File: src/hw/odmc_pkg.sv
package odmc_pkg;
    localparam int NCH = 8;
    localparam int CLK_NS = 20;
    // Overload shutdown filter, typical figure
    localparam int OL_DELAY_NS = 15000;
    localparam int OL_CYC = (OL_DELAY_NS + CLK_NS - 1) / CLK_NS;
    localparam int OL_W = $clog2(OL_CYC + 1);
    localparam logic [7:0] ADDR_CMD = 8'h00;
    localparam logic [7:0] ADDR_STATUS = 8'h04;
    localparam logic [7:0] ADDR_MODE = 8'h08;
    localparam logic [15:0] CMD_RST = 16'hFFFF;
    localparam logic [15:0] STATUS_RST = 16'h0000;
    localparam logic FERR_RST = 1'b1;
    localparam int MODE_STATE_LSB = 0;
    localparam int MODE_FERR_BIT = 2;
    localparam int MODE_PWRUP_BIT = 3;
    localparam int MODE_GSTBY_BIT = 4;
    localparam logic [1:0] CMD_STBY = 2'h0;
    localparam logic [1:0] CMD_PAR = 2'h1;
    localparam logic [1:0] CMD_ON = 2'h2;
    localparam logic [1:0] CMD_OFF = 2'h3;

    typedef enum logic [1:0] {
        ST_LOCKOUT = 2'h0,
        ST_LOWQ = 2'h1,
        ST_RUN = 2'h3,
        ST_LIMP = 2'h2
    } odmc_state_e;

    typedef struct packed {
        logic en;
        logic limp_home_input;
        logic logic_supply_ok;
        logic analog_supply_ok;
        logic [3:0] par_in;
    } odmc_pins_s;
endpackage

File: src/hw/odmc_top.sv
`timescale 1ns/1ns
// Notes on behaviour
// - Filtered overload latches channel off
// - Overload seen at turn-on or later
// - Standby or power-on reset clears faults
// - Commands only after reset; enable rise reinitialises
// - Two-bit command per channel decoded
// - Standby is off, diagnostic off; all-standby reduced
// - Off mode: diagnostic per power-up variant
// - Reset: commands off, status zero, error set
// - Need both supplies; limp ignores logic supply
// - Power-up global off without diagnostic current
// - Lockout all off; limp wins at exit
// - Enable and limp low: lowest quiescent
// - Parallel input drives outputs i and i+4
// - Channel commanded off leaves parallel control
// - Limp: outputs 1-4 follow pins, 5-8 off
// - Limp ignores commands, keeps fault reporting
// - Leaving limp resets registers, diagnostic off
// - Limp to global off sets error flag
// - Analog reset forces lockout and clears faults, also in limp
// - Enable rise leaves lowest quiescent state
// - Limp rise powers up into limp mode
// - Two command and two status bits each
// - Standby clears own channel; events clear all
module odmc_top (
    input wire logic clk_sys,
    input wire logic rst_n,
    input wire logic psel,
    input wire logic penable,
    input wire logic pwrite,
    input wire logic [7:0] paddr,
    input wire logic [31:0] pwdata,
    output logic [31:0] prdata,
    output logic pready,
    output logic pslverr,
    input wire logic en,
    input wire logic limp_home_input,
    input wire logic logic_supply_ok,
    input wire logic analog_supply_ok,
    input wire logic [3:0] par_in,
    input wire logic [7:0] overload,
    input wire logic [7:0] overtemp,
    output logic [7:0] driver_output,
    output logic [7:0] diag_current_en,
    output logic undervoltage_lockout_mode,
    output logic lowest_quiescent_state,
    output logic reduced_quiescent
);
    localparam int N = odmc_pkg::NCH;

    ////////////////////////////////////////////////////////////////////////
    // Pin synchronisers
    odmc_pkg::odmc_pins_s pin_s1_ff, pin_s2_ff, pin_prev_ff;
    logic [N-1:0] ol_s1_ff, ol_s2_ff, ot_s1_ff, ot_s2_ff;
    odmc_pkg::odmc_pins_s pin_raw;
    assign pin_raw = '{en, limp_home_input, logic_supply_ok, analog_supply_ok, par_in};

    always_ff @(posedge clk_sys) begin
        pin_s1_ff <= pin_raw;
        pin_s2_ff <= pin_s1_ff;
        pin_prev_ff <= pin_s2_ff;
        ol_s1_ff <= overload;
        ol_s2_ff <= ol_s1_ff;
        ot_s1_ff <= overtemp;
        ot_s2_ff <= ot_s1_ff;
    end

    wire en_s = pin_s2_ff.en;
    wire lhi_s = pin_s2_ff.limp_home_input;
    wire en_rise = en_s & ~pin_prev_ff.en;

    ////////////////////////////////////////////////////////////////////////
    // Global mode
    odmc_pkg::odmc_state_e st_ff, nxt_st;
    logic [15:0] cmd_ff, nxt_cmd;
    logic [15:0] stat_ff, nxt_stat;
    logic ferr_ff, nxt_ferr;
    logic pwrup_ff, nxt_pwrup;
    logic clr_all;

    // supply gating; logic supply ignored in limp
    wire sup_bad = ~pin_s2_ff.analog_supply_ok
        | (~pin_s2_ff.logic_supply_ok & st_ff != odmc_pkg::ST_LIMP);

    always_comb begin
        nxt_st = st_ff;
        clr_all = 1'b0;
        nxt_pwrup = pwrup_ff;
        case (st_ff)
            odmc_pkg::ST_LOCKOUT: begin
                if (!sup_bad) begin
                    clr_all = 1'b1;
                    if (lhi_s) begin
                        nxt_st = odmc_pkg::ST_LIMP;
                    end else if (en_s) begin
                        nxt_st = odmc_pkg::ST_RUN;
                        nxt_pwrup = 1'b1;
                    end else begin
                        nxt_st = odmc_pkg::ST_LOWQ;
                    end
                end
            end
            odmc_pkg::ST_LOWQ: begin
                // limp rise powers up into limp
                if (lhi_s) begin
                    nxt_st = odmc_pkg::ST_LIMP;
                    clr_all = 1'b1;
                end else if (en_rise) begin
                    // enable rise to global off, diagnostic on
                    nxt_st = odmc_pkg::ST_RUN;
                    nxt_pwrup = 1'b0;
                    clr_all = 1'b1;
                end
            end
            odmc_pkg::ST_RUN: begin
                if (lhi_s) begin
                    nxt_st = odmc_pkg::ST_LIMP;
                    clr_all = 1'b1;
                end else if (!en_s) begin
                    nxt_st = odmc_pkg::ST_LOWQ;
                    clr_all = 1'b1;
                end
            end
            odmc_pkg::ST_LIMP: begin
                if (!lhi_s) begin
                    clr_all = 1'b1;
                    nxt_pwrup = 1'b1;
                    nxt_st = en_s ? odmc_pkg::ST_RUN : odmc_pkg::ST_LOWQ;
                end
            end
            default: begin
                nxt_st = odmc_pkg::ST_LOCKOUT;
            end
        endcase
        if (sup_bad) begin
            nxt_st = odmc_pkg::ST_LOCKOUT;
            clr_all = 1'b1;
        end
    end

    ////////////////////////////////////////////////////////////////////////
    // APB slave: no wait states, data from flops
    wire setup = psel & ~penable;
    // Write lands on the access edge, when the master sees pready
    wire acc_done = psel & penable & pready;
    wire wr_cmd = acc_done & pwrite & paddr == odmc_pkg::ADDR_CMD;
    wire mapped = paddr == odmc_pkg::ADDR_CMD | paddr == odmc_pkg::ADDR_STATUS
        | paddr == odmc_pkg::ADDR_MODE;
    // commands taken only in run state, and not in the cycle it is left
    wire cmd_ok = wr_cmd & st_ff == odmc_pkg::ST_RUN & nxt_st == odmc_pkg::ST_RUN;
    logic [31:0] rd_mux;
    logic [31:0] mode_word;
    logic gstby;
    assign gstby = st_ff == odmc_pkg::ST_RUN & cmd_ff == 16'h0000;
    always_comb begin
        mode_word = 32'h0000_0000;
        mode_word[odmc_pkg::MODE_STATE_LSB +: 2] = st_ff;
        mode_word[odmc_pkg::MODE_FERR_BIT] = ferr_ff;
        mode_word[odmc_pkg::MODE_PWRUP_BIT] = pwrup_ff;
        mode_word[odmc_pkg::MODE_GSTBY_BIT] = gstby;
    end
    assign rd_mux = paddr == odmc_pkg::ADDR_CMD ? {16'h0000, cmd_ff}
        : paddr == odmc_pkg::ADDR_STATUS ? {16'h0000, stat_ff}
        : paddr == odmc_pkg::ADDR_MODE ? mode_word : 32'h0000_0000;

    always_ff @(posedge clk_sys) begin
        if (!rst_n) begin
            pready <= 1'b0;
            pslverr <= 1'b0;
            prdata <= 32'h0000_0000;
        end else begin
            pready <= setup;
            pslverr <= setup & ~mapped;
            prdata <= (setup & ~pwrite) ? rd_mux : 32'h0000_0000;
        end
    end

    ////////////////////////////////////////////////////////////////////////
    // Commands, faults, drive
    logic [N-1:0][odmc_pkg::OL_W-1:0] ol_cnt_ff;
    logic [N-1:0] nxt_drv, nxt_diag, hit;

    // two bits each, channel i at 2i+1:2i
    function automatic logic [1:0] chcmd(input logic [15:0] c, input int i);
        chcmd = c[2*i +: 2];
    endfunction

    always_comb begin
        nxt_cmd = cmd_ff;
        nxt_stat = stat_ff;
        nxt_ferr = ferr_ff;
        if (cmd_ok) begin
            nxt_cmd = pwdata[15:0];
            nxt_ferr = 1'b0;
        end
        for (int i = 0; i < N; i++) begin
            // standby clears only its own channel
            if (chcmd(cmd_ff, i) == odmc_pkg::CMD_STBY) begin
                nxt_stat[2*i +: 2] = 2'h0;
            end
            // fault set; it never clears by itself
            if (hit[i]) begin
                nxt_stat[2*i] = 1'b1;
            end
            if (ot_s2_ff[i] & driver_output[i]) begin
                nxt_stat[2*i+1] = 1'b1;
            end
        end
        // reinitialise; error flag set on reentry
        if (clr_all) begin
            nxt_cmd = odmc_pkg::CMD_RST;
            nxt_stat = odmc_pkg::STATUS_RST;
            if (nxt_st == odmc_pkg::ST_RUN) begin
                nxt_ferr = 1'b1;
            end
        end
    end

    always_comb begin
        for (int i = 0; i < N; i++) begin
            // latch once the filter delay has passed
            hit[i] = ol_s2_ff[i] & ol_cnt_ff[i] == odmc_pkg::OL_W'(odmc_pkg::OL_CYC - 1);
            nxt_drv[i] = 1'b0;
            nxt_diag[i] = 1'b0;
            if (st_ff == odmc_pkg::ST_RUN) begin
                case (chcmd(cmd_ff, i))
                    odmc_pkg::CMD_ON: nxt_drv[i] = 1'b1;
                    odmc_pkg::CMD_PAR: nxt_drv[i] = pin_s2_ff.par_in[i % 4];
                    // diagnostic only in the normal off variant
                    odmc_pkg::CMD_OFF: nxt_diag[i] = ~pwrup_ff;
                    default: nxt_drv[i] = 1'b0;
                endcase
            end else if (st_ff == odmc_pkg::ST_LIMP) begin
                // low half follows pins, high half off
                nxt_drv[i] = (i < 4) ? pin_s2_ff.par_in[i % 4] : 1'b0;
            end
            // latched channel stays off in every mode
            if (stat_ff[2*i] | stat_ff[2*i+1] | hit[i] | clr_all) begin
                nxt_drv[i] = 1'b0;
            end
        end
    end

    always_ff @(posedge clk_sys) begin
        if (!rst_n) begin
            st_ff <= odmc_pkg::ST_LOCKOUT;
            cmd_ff <= odmc_pkg::CMD_RST;
            stat_ff <= odmc_pkg::STATUS_RST;
            ferr_ff <= odmc_pkg::FERR_RST;
            pwrup_ff <= 1'b1;
        end else begin
            st_ff <= nxt_st;
            cmd_ff <= nxt_cmd;
            stat_ff <= nxt_stat;
            ferr_ff <= nxt_ferr;
            // A real command ends the power-up variant of off mode
            pwrup_ff <= cmd_ok ? 1'b0 : nxt_pwrup;
        end
    end

    // count only while conducting, so both short cases match
    always_ff @(posedge clk_sys) begin
        for (int i = 0; i < N; i++) begin
            if (!rst_n || !(ol_s2_ff[i] & driver_output[i])) begin
                ol_cnt_ff[i] <= '0;
            end else if (!hit[i]) begin
                ol_cnt_ff[i] <= ol_cnt_ff[i] + odmc_pkg::OL_W'(1);
            end
        end
    end

    always_ff @(posedge clk_sys) begin
        if (!rst_n) begin
            driver_output <= 8'h00;
            diag_current_en <= 8'h00;
            undervoltage_lockout_mode <= 1'b1;
            lowest_quiescent_state <= 1'b0;
            reduced_quiescent <= 1'b0;
        end else begin
            driver_output <= nxt_drv;
            diag_current_en <= nxt_diag;
            undervoltage_lockout_mode <= st_ff == odmc_pkg::ST_LOCKOUT;
            lowest_quiescent_state <= st_ff == odmc_pkg::ST_LOWQ;
            reduced_quiescent <= gstby;
        end
    end

    ////////////////////////////////////////////////////////////////////////
    // Checks
    property p_ol_latch;
        @(posedge clk_sys) disable iff (!rst_n)
        hit[0] |=> stat_ff[0] ##1 !driver_output[0];
    endproperty
    a_ol_latch: assert property (p_ol_latch) else $error("overload not latched");

    property p_ol_count;
        @(posedge clk_sys) disable iff (!rst_n)
        (ol_s2_ff[1] & driver_output[1] & !hit[1]) |=> ol_cnt_ff[1] == $past(ol_cnt_ff[1]) + 1;
    endproperty
    a_ol_count: assert property (p_ol_count) else $error("overload filter stuck");

    property p_stby_clr;
        @(posedge clk_sys) disable iff (!rst_n)
        (cmd_ff[1:0] == 2'h0 & !hit[0]) |=> !stat_ff[0];
    endproperty
    a_stby_clr: assert property (p_stby_clr) else $error("standby kept fault");

    property p_limp_cmd;
        @(posedge clk_sys) disable iff (!rst_n)
        (st_ff == odmc_pkg::ST_LIMP & lhi_s & !sup_bad) |=> $stable(cmd_ff);
    endproperty
    a_limp_cmd: assert property (p_limp_cmd) else $error("command taken in limp");

    property p_limp_hi;
        @(posedge clk_sys) disable iff (!rst_n)
        st_ff == odmc_pkg::ST_LIMP |=> driver_output[7:4] == 4'h0;
    endproperty
    a_limp_hi: assert property (p_limp_hi) else $error("limp upper half on");

    property p_lock_off;
        @(posedge clk_sys) disable iff (!rst_n)
        st_ff == odmc_pkg::ST_LOCKOUT |=> driver_output == 8'h00 & undervoltage_lockout_mode;
    endproperty
    a_lock_off: assert property (p_lock_off) else $error("output on in lockout");

    property p_limp_exit;
        @(posedge clk_sys) disable iff (!rst_n)
        (st_ff == odmc_pkg::ST_LIMP ##1 st_ff == odmc_pkg::ST_RUN)
            |-> ferr_ff & pwrup_ff & cmd_ff == odmc_pkg::CMD_RST;
    endproperty
    a_limp_exit: assert property (p_limp_exit) else $error("limp exit not reset");

    property p_lowq;
        @(posedge clk_sys) disable iff (!rst_n)
        (st_ff == odmc_pkg::ST_LOWQ & en_rise & !lhi_s & !sup_bad)
            |=> st_ff == odmc_pkg::ST_RUN ##1 !lowest_quiescent_state;
    endproperty
    a_lowq: assert property (p_lowq) else $error("enable rise ignored");

    property p_analog;
        @(posedge clk_sys) disable iff (!rst_n)
        !pin_s2_ff.analog_supply_ok |=> st_ff == odmc_pkg::ST_LOCKOUT;
    endproperty
    a_analog: assert property (p_analog) else $error("analog reset missed");
endmodule
File: config.mk
export PLATFORM = sky130hd
export DESIGN_NAME = odmc_top
export DESIGN_NICKNAME = d
export VERILOG_FILES = /design/src/hw/odmc_pkg.sv /design/src/hw/odmc_top.sv
export SDC_FILE = /design/constraint.sdc
export NUM_CORES = 1
export LEC_CHECK = 0
export BUFFER_PORTS_ARGS = -buffer_cell sky130_fd_sc_hd__clkbuf_2
export CORE_MARGIN = 5
export CORE_UTILIZATION = 40
export CTS_BUF_LIST = sky130_fd_sc_hd__clkbuf_4 sky130_fd_sc_hd__clkbuf_8
export DETAILED_ROUTE_END_ITERATION = 8
export GPL_TIMING_DRIVEN = 0
export SYNTH_ARGS = -nofsm -noshare
export SYNTH_HDL_FRONTEND = slang
export SYNTH_SLANG_ARGS = --single-unit
export TNS_END_PERCENT = 5
File: constraint.sdc
create_clock -name clk_sys -period 2.1 [get_ports clk_sys]
set_clock_uncertainty 0.2 [all_clocks]
set_input_delay 0.105 -clock clk_sys [delete_from_list [all_inputs] [get_ports clk_sys]]
set_output_delay 0.105 -clock clk_sys [all_outputs]
set_load 0.01 [all_outputs]
Word-level counts from Yosys, hierarchy flattened

Index checks and enable logic that the tools add are counted.

Register bits: 218
Input port bits: 69
Word-level logic and storage cells: 327

Add/sub/neg operators: 8
Equal/unequal tests: 45
Multiplexer cells: 70
Bitwise operators: 73
Reductions and logical operators: 65

Operators with widths:

| kind                                                                   | number |
|---|---|
| 10-bit by 1-bit adder with 10-bit output (second input constant)       | 8 |
| 10-bit equality test (second input constant)                           | 8 |
| 1-bit 2-to-1 mux                                                       | 40 |
| 2-bit equality test (second input constant)                            | 19 |
| 1-bit AND                                                              | 36 |
| 16-bit 2-to-1 mux                                                      | 2 |
| 2-bit 2-to-1 mux                                                       | 16 |
| 2-bit nonzero test                                                     | 16 |
| 1-bit bitwise OR                                                       | 27 |
| 3-bit AND reduction                                                    | 8 |
| 2-bit by 1-bit equality test with 1-bit output (second input constant) | 9 |
| 2-bit zero test                                                        | 9 |
| 3-bit inequality test (second input constant)                          | 6 |
| 16-bit zero test                                                       | 1 |
| 1-bit one-hot mux with 2 select lines                                  | 8 |
| 3-bit OR reduction                                                     | 4 |
| 1-bit NOT                                                              | 10 |
| 2-bit OR reduction                                                     | 5 |
| 1-bit zero test                                                        | 9 |
| 8-bit by 3-bit equality test with 1-bit output (second input constant) | 1 |
| 8-bit by 4-bit equality test with 1-bit output (second input constant) | 1 |
| 8-bit zero test                                                        | 1 |
| 1-bit logical OR                                                       | 8 |
| 2-bit one-hot mux with 4 select lines                                  | 1 |
| other kinds (8)                                                        | 8 |

Longest topological paths before layout

Gate-level depths: netlist of the first run.

Depth after elaboration: 11
Mapped depth: 7
Gate-level depth less buffers: 6

Worst setup path after synthesis of the first run

No wires, ideal clock.

Path type: register to register
From: register ol_cnt_ff[31] (netlist bit)
To: register ol_cnt_ff[33] (netlist bit)
Library setup time: 0.059 ns
Data arrival time: 1.590 ns
Data required time: 1.841 ns
Slack: 0.251 ns
Stages on the path, launching flop included: 8
Cell sequence: dfxtp_1 > inv_1 > ha_1 > and3_1 > and4_1 > buf_2 > or4_1 > nand2_1

Cells in the longest elaborated chain, start to end: 2
Elaborated cells between the ends (all ways): 3
Classes of those cells: add/sub: 1; eq/ne: 1; bitwise: 1

RTL lines:

| what                                                                             | line            | text |
|---|---|---|
| start, declared                                                                  | odmc_top.sv:181 | `logic [N-1:0][odmc_pkg::OL_W-1:0] ol_cnt_ff;` |
| start signal, assigned by index                                                  | odmc_top.sv:268 | `ol_cnt_ff[i] <= ol_cnt_ff[i] + odmc_pkg::OL_W'(1);` |
| branches (longest 2 deep; another with 10-bit by 1-bit adder with 10-bit output) | -               |  |

Parallel ways; which one is timed is not known.
A chain may end at the register's enable or synchronous reset.

Worst setup path in the final report of the first run

From: input port paddr[3]
To: register prdata[0]

Cells in the longest elaborated chain, start to end: 4
Elaborated cells between the ends (all ways): 6
Classes of those cells: eq/ne: 2; mux: 3; reduce/logical: 1

RTL lines:

| what                                           | line            | text |
|---|---|---|
| start, declared                                | odmc_top.sv:32  | `input wire logic [7:0] paddr,` |
| 8-bit by 4-bit equality test with 1-bit output | odmc_top.sv:165 | `: paddr == odmc_pkg::ADDR_MODE ? mode_word : 32'h0000_0000;` |
| 5-bit 2-to-1 mux                               | odmc_top.sv:165 |  |
| 16-bit 2-to-1 mux                              | odmc_top.sv:164 | `: paddr == odmc_pkg::ADDR_STATUS ? {16'h0000, stat_ff}` |
| 16-bit 2-to-1 mux *                            | odmc_top.sv:163 | `assign rd_mux = paddr == odmc_pkg::ADDR_CMD ? {16'h0000, cmd_ff}` |
| end signal, assigned                           | odmc_top.sv:175 | `prdata <= (setup & ~pwrite) ? rd_mux : 32'h0000_0000;` |
| end, declared                                  | odmc_top.sv:34  | `output logic [31:0] prdata,` |

Mark *: on every way between the ends. The rest lies on a longest branch, timed or not.

==> results of run 1 <==
[worst max-delay path by stage]
| stage | from | end | depth (start not counted) |
|---|---|---|---|
| 4_1_cts | st_ff[0] | diag_current_en[3] | 5 |
| 3_5_place_dp | st_ff[0] | diag_current_en[3] | 5 |
| 2_1_floorplan | ol_cnt_ff[31] | ol_cnt_ff[33] | 7 |
| 5_1_grt | st_ff[0] | cmd_ff[15] | 6 |
| 3_3_place_gp | st_ff[0] | diag_current_en[3] | 5 |
| 6_report | paddr[3] | prdata[0] | 6 |
[report_power, final]
group | internal, mW | switching (mW) | total, mW
registers | 3.89 | 0.0293 | 3.92
clock network | 2.35 | 1.57 | 3.92
logic | 0.158 | 0.118 | 0.275
total | 6.40 | 1.71 | 8.12
[cells in the final DEF (no fill, tap or decap), drive strengths merged, types with 38 or more instances in the layout]
master and n:
buf 40, clkbuf 153, dfxtp 202, dlygate4sd3 57
ha 48, nand2 48, nand3 38, nand4 54
nor2 104
[per-stage QoR]
stage               hold WS [ns]  util [%]  area, um^2  cells
floorplan                -0.0673         -        8280    874
global placement         0.00795      44.7        9050   1232
detailed placement       0.00892      44.7        9050   1232
CTS                      0.00168      51.5       10400   1352
global route              0.0102      51.7       10500   1355
finish                    0.0327      51.7       10500   1355
[final cells by class]
type / instances / area share (%)
flip-flops and latches: 202 / 38.7
multi-input cells: 590 / 36.6
repair buffers: 148 / 9.89
clock buffers: 55 / 6.64
well taps: 270 / 3.23
plain buffers: 47 / 2.79
inverters: 35 / 1.26
clock inverters: 8 / 0.886
[cell families (layout without fill, tap and decap cells)]
logic type	Yosys count	after routing	share of synthesized area, %
fa+ha+maj	48	48	7.31
buf+inv	82	293	5.13
other cells	1	16	0.0456
compound gates	110	110	8.48
xor+xnor	47	47	5.01
mux	16	16	1.95
simple gates	353	353	22.9
flops	202	202	49.2
[sequential cells by signal, summed over array words and instances (netlist names), 6 cells and up]
signal / cells
ol_cnt_ff: 80
cmd_ff: 16
prdata: 16
stat_ff: 16
diag_current_en: 8
driver_output: 8
ol_s1_ff: 8
ol_s2_ff: 8
ot_s1_ff: 8
ot_s2_ff: 8
pin_s1_ff: 8
pin_s2_ff: 6
[routing by layer]
metal | GRT usage, % | wire [um] | vias to the layer above
li1 | - | - | 3390
met1 | 21.4 | 9020 | 3028
met2 | 26.3 | 8910 | 158
met3 | 3.36 | 937 | 44
met4 | 5.85 | 560 | 0
met5 | 0 | 0 | -
[worst max-delay path: cells and delay by family]
family                 cells  cell delay [ns]
and+or+nand+nor            2             0.58
AOI/OAI and AO/OA          1             0.12
buffers and inverters      3             1.49
[cell usage after synthesis, types with 6 or more instances]
master / n
dfxtp_1: 202
nor2_1: 104
nand4_1: 53
ha_1: 48
nand2_1: 48
nand3_1: 38
a21oi_1: 36
xor2_1: 36
inv_1: 35
and3_1: 27
o21ai_0: 24
buf_2: 17
and2_1: 16
buf_4: 16
mux2i_1: 16
xnor2_1: 11
and4_1: 10
nor3_1: 9
a22oi_1: 8
clkbuf_1: 8
a211oi_1: 7
a31oi_1: 7
nor4_1: 7
o211ai_1: 7
or3_1: 7
or4_1: 7
a31o_2: 6
[what timing repair did]
action | in CTS | in global routing
resized for setup | 2 | 2
hold endpoints to repair | 56 | 0
pin swaps | 0 | 1
hold buffers | 57 | 0
buffers inserted | 0 | 3
setup endpoints to repair | 18 | 19
==> impl_metrics.ini, run 1 <==
[outcome]
outcome = complete, no violations

[timing]
hold_viol = 0
slew_headroom_pct = 40.6
final.setup.tns_ns = 0
rsz0062_at_grt = no
fin_crit_ns = 2.05
period_share_pct = 97.7
drv_slew = 0
max_freq_mhz = 487
setup-violations-final = 0
worst_pin_slew_ns = 0.891
setup_slack_ns = 0.0479

[cts]
ctsLongestPathBuffers = 3
clk_pin_slew_ns = 0.06
numCtsBuffers = 36
root_buffer = clkbuf_8
cts.htree.levels = 2
clkLatencyLatePin_ns = 0.51
tritoncts = done
clock_sinks = 202

[worst_setup_path]
cpMaxStageDelayCell = dlygate4sd3_1
reg2reg_to = stat_ff[9]
cpPeakStageDelay_ns = 0.59
reg2regPathDepth = 6
crit_type = in -> reg
worstSetupEndpointType = flip-flop
path_max_fanout = 10
rrSetupSlack_ns = 0.12
rr_startpoint = st_ff[0]
required_ns = 2.34
crit_path_frequent_cell = dlygate4sd3_1
start_kind = primary input
worst-endpoint-arrival_ns = 2.29
path_cells = dlygate4sd3_1 -> clkbuf_1 -> nor2b_1 -> a21oi_1 -> nor2_1 -> dlygate4sd3_1

[place]
io_buffer_count = 88
place_ws_ns = -0.388
routabilityCongestion = 0.820
place_hpwl_mm = 13.4

[grt]
grt-ovfl-total = 0
grt_pass1_vias = 6315
grt_pass1_wl_mm = 31.7
groute.usage.overall_pct = 16.2
antenna_found_initial = 0
grt_max_degree = 11

[synth]
synth_top_area_share_pct = 49.2
yosysWarnings = 0
synth_edf_count = 0
ys_ff_latch = 202
syn_avg_cell_area_um2 = 9.57
async_flop_share_pct = 0
synthCells = 859
synth_top_cell_by_area = dfxtp_1
syn_area_um2 = 8220
ys.flop_type = dfxtp_1
yosys-top-cells-area = dfxtp_1, ha_1, nor2_1, nand4_1, xor2_1
yosysSeqAreaShare_pct = 49.2
yosysUniqueCellTypes = 56

[drt]
routedWlPerCell_um = 14.3
routed_wl_mm = 19.4
viasPerCell = 4.89
dr.pass1.iters = 5
drcViolationCount = 0
vias = 6620
ant_nets = 0
drt_iter0_markers = 280

[floorplanning]
rows = 52
die_x_um = 153
io_pins = 122
core_um2 = 20200
die-height_um = 153
start_util_pct = 40.6
die-area_um2 = 23500

[final_layout]
layout.nets = 1177
syn2layout_area_growth_pct = 27.2
diodes = 0
drive_gt1_share_pct = 19.9
seqCellArea_um2 = 4040
multi_input_area_um2 = 3830
fillers = 1892

[worst_hold_path]
hold_class = in -> reg
min_from = limp_home_input
holdPathEnd = pin_s1_ff[6]
hold-path-cell-count = 2

[pwr]
p_per_area_nw_per_um2 = 776
ir_drop_mv = 0.541
total_power_mw = 8.12
power.static_leakage_nw = 4.54

[job]
drv_cap = 0
Note: power is estimated with default switching activity, not from simulation.
==> run 2: changes to the inputs <==
Settings changed: MAX_ROUTING_LAYER set to met4.
==> run 2 against run 1 <==
Effect of this change:
- sequential share of layout area unchanged
- critical endpoint unchanged
- first-iteration DRC count down 2.5%
- global-route usage up 0.46 points
- wire length down 0.11%
- sequential cell count unchanged
- largest cell class unchanged
- core utilization unchanged
==> impl_metrics.ini, run 2 (same netlist as run 1, synthesis figures left out) <==
[cts]
tritoncts = done
clock_sinks = 202
root_buffer = clkbuf_8
clk_pin_slew_ns = 0.06
clkLatencyLatePin_ns = 0.51
ctsLongestPathBuffers = 3
cts.htree.levels = 2
numCtsBuffers = 36

[timing]
hold_viol = 0
max_freq_mhz = 485
drv_slew = 0
final.setup.tns_ns = 0
fin_crit_ns = 2.06
period_share_pct = 98.3
slew_headroom_pct = 40.9
worst_pin_slew_ns = 0.887
whs_ns = 0.0340
setup-violations-final = 0
rsz0062_at_grt = no

[pwr]
p_switching_mw = 1.72
pwr-share-comb_pct = 3.4
switching_share_pct = 21.2
power.static_leakage_nw = 4.54
clkPwrFrac_pct = 48.3
ir_drop_mv = 0.541
p_seq_share_pct = 48.3
p_per_area_nw_per_um2 = 777
intPower_mw = 6.40

[worst_setup_path]
reg2reg_to = stat_ff[9]
required_ns = 2.35
rr_startpoint = st_ff[0]
path_max_fanout = 10
worstSetupEndpointType = flip-flop
crit_type = in -> reg
start_kind = primary input
worst-endpoint-arrival_ns = 2.31
reg2regPathDepth = 6
rrSetupSlack_ns = 0.14

[final_layout]
syn2layout_area_growth_pct = 27.2
layout.nets = 1177
drive_gt1_share_pct = 19.9
layout_common_cells = dfxtp_1, nor2_1, clkbuf_2, dlygate4sd3_1, nand4_1
diodes = 0
top_register = ol_cnt_ff
final_common_cell = dfxtp_1
largest_register_ffs = 80

[floorplanning]
rows = 52
die-area_um2 = 23500
io_pins = 122
core_um2 = 20200
start_util_pct = 40.6
die-height_um = 153
die_x_um = 153

[place]
routabilityCongestion = 0.835
place_hpwl_mm = 13.4
io_buffer_count = 88

[worst_hold_path]
holdPathEnd = pin_s1_ff[6]
min_from = limp_home_input
hold_class = in -> reg
hold-path-cell-count = 2

[grt]
grt_max_degree = 11
groute.usage.overall_pct = 16.7
grt_pass1_vias = 6313
grt_pass1_wl_mm = 31.6
grt-ovfl-total = 0
antenna_found_initial = 0

[drt]
ant_nets = 0
drcViolationCount = 0
drt_iter0_markers = 273
vias = 6623
routedWlPerCell_um = 14.3
routed_wl_mm = 19.4
dr.pass1.iters = 5
viasPerCell = 4.89

[job]
drv_cap = 0

[outcome]
outcome = complete, no violations
run 2: cell counts in the layout (fill, tap and decap cells not counted):
No cell type changed its count.
run 2: worst max-delay path, stage by stage:
cell and delay, ns:
dlygate4sd3_1 0.53, clkbuf_1 0.37, nor2b_1 0.43, a21oi_1 0.13, nor2_1 0.15, dlygate4sd3_1 0.59
run 2: power by group through the flow:
stage	clock network, mW	logic (mW)	registers (mW)
after floorplan	0	0.107	3.99
after detailed placement	0	0.191	4.00
after CTS	4.04	0.269	3.92
after global routing	4.23	0.300	3.92
after global placement	0	0.190	4.00
final	3.93	0.276	3.92
run 2: metrics by stage:
step / util [%] / power [mW] / instance area (um^2) / setup WS [ns] / std cells
2_1_floorplan: - / 4.10 / 8280 / 0.251 / 874
3_3_place_gp: 44.7 / 4.19 / 9050 / -0.392 / 1232
3_5_place_dp: 44.7 / 4.19 / 9050 / -0.388 / 1232
4_1_cts: 51.5 / 8.23 / 10400 / 0.00682 / 1352
5_1_grt: 51.7 / 8.45 / 10500 / 0.00172 / 1355
6_report: 51.7 / 8.12 / 10500 / 0.0362 / 1355
run 2: area by class of cell:
| cell class | instances | area (um^2) |
|---|---|---|
| Buffer | 47 | 292 |
| Fill cell | 1892 | 9780 |
| Sequential cell | 202 | 4040 |
| Clock buffer | 55 | 694 |
| Timing Repair Buffer | 148 | 1030 |
| Multi-Input combinational cell | 590 | 3830 |
| Tap cell | 270 | 338 |
| Inverter | 35 | 131 |
| Clock inverter | 8 | 92.6 |
run 2: layer usage:
metal  global-route usage (%)  up-vias  part of all wire [%]
met5                        -        -                     0
met4                     5.85        0                   2.8
met3                     3.28       43                   4.8
met2                     26.3      143                    46
met1                     21.4     3043                    47
li1                         -     3394                     -
run 2: worst max-delay path by stage:
stage	startpoint	end	slack, ns	depth (start not counted)
after floorplan	ol_cnt_ff[31]	ol_cnt_ff[33]	0.25	7
after global placement	st_ff[0]	diag_current_en[3]	-0.39	5
after detailed placement	st_ff[0]	diag_current_en[3]	-0.39	5
after CTS	st_ff[0]	diag_current_en[3]	0.007	5
after global routing	st_ff[0]	cmd_ff[15]	0.002	6
final	paddr[3]	prdata[0]	0.04	6
run 2: what timing repair did:
item                                   in CTS  in global routing
endpoints found under the hold margin      56                  0
setup endpoints to repair                  18                 19
hold buffers                               57                  0
pin swaps                                   0                  1
buffers inserted                            0                  3
gates resized for setup                     2                  2
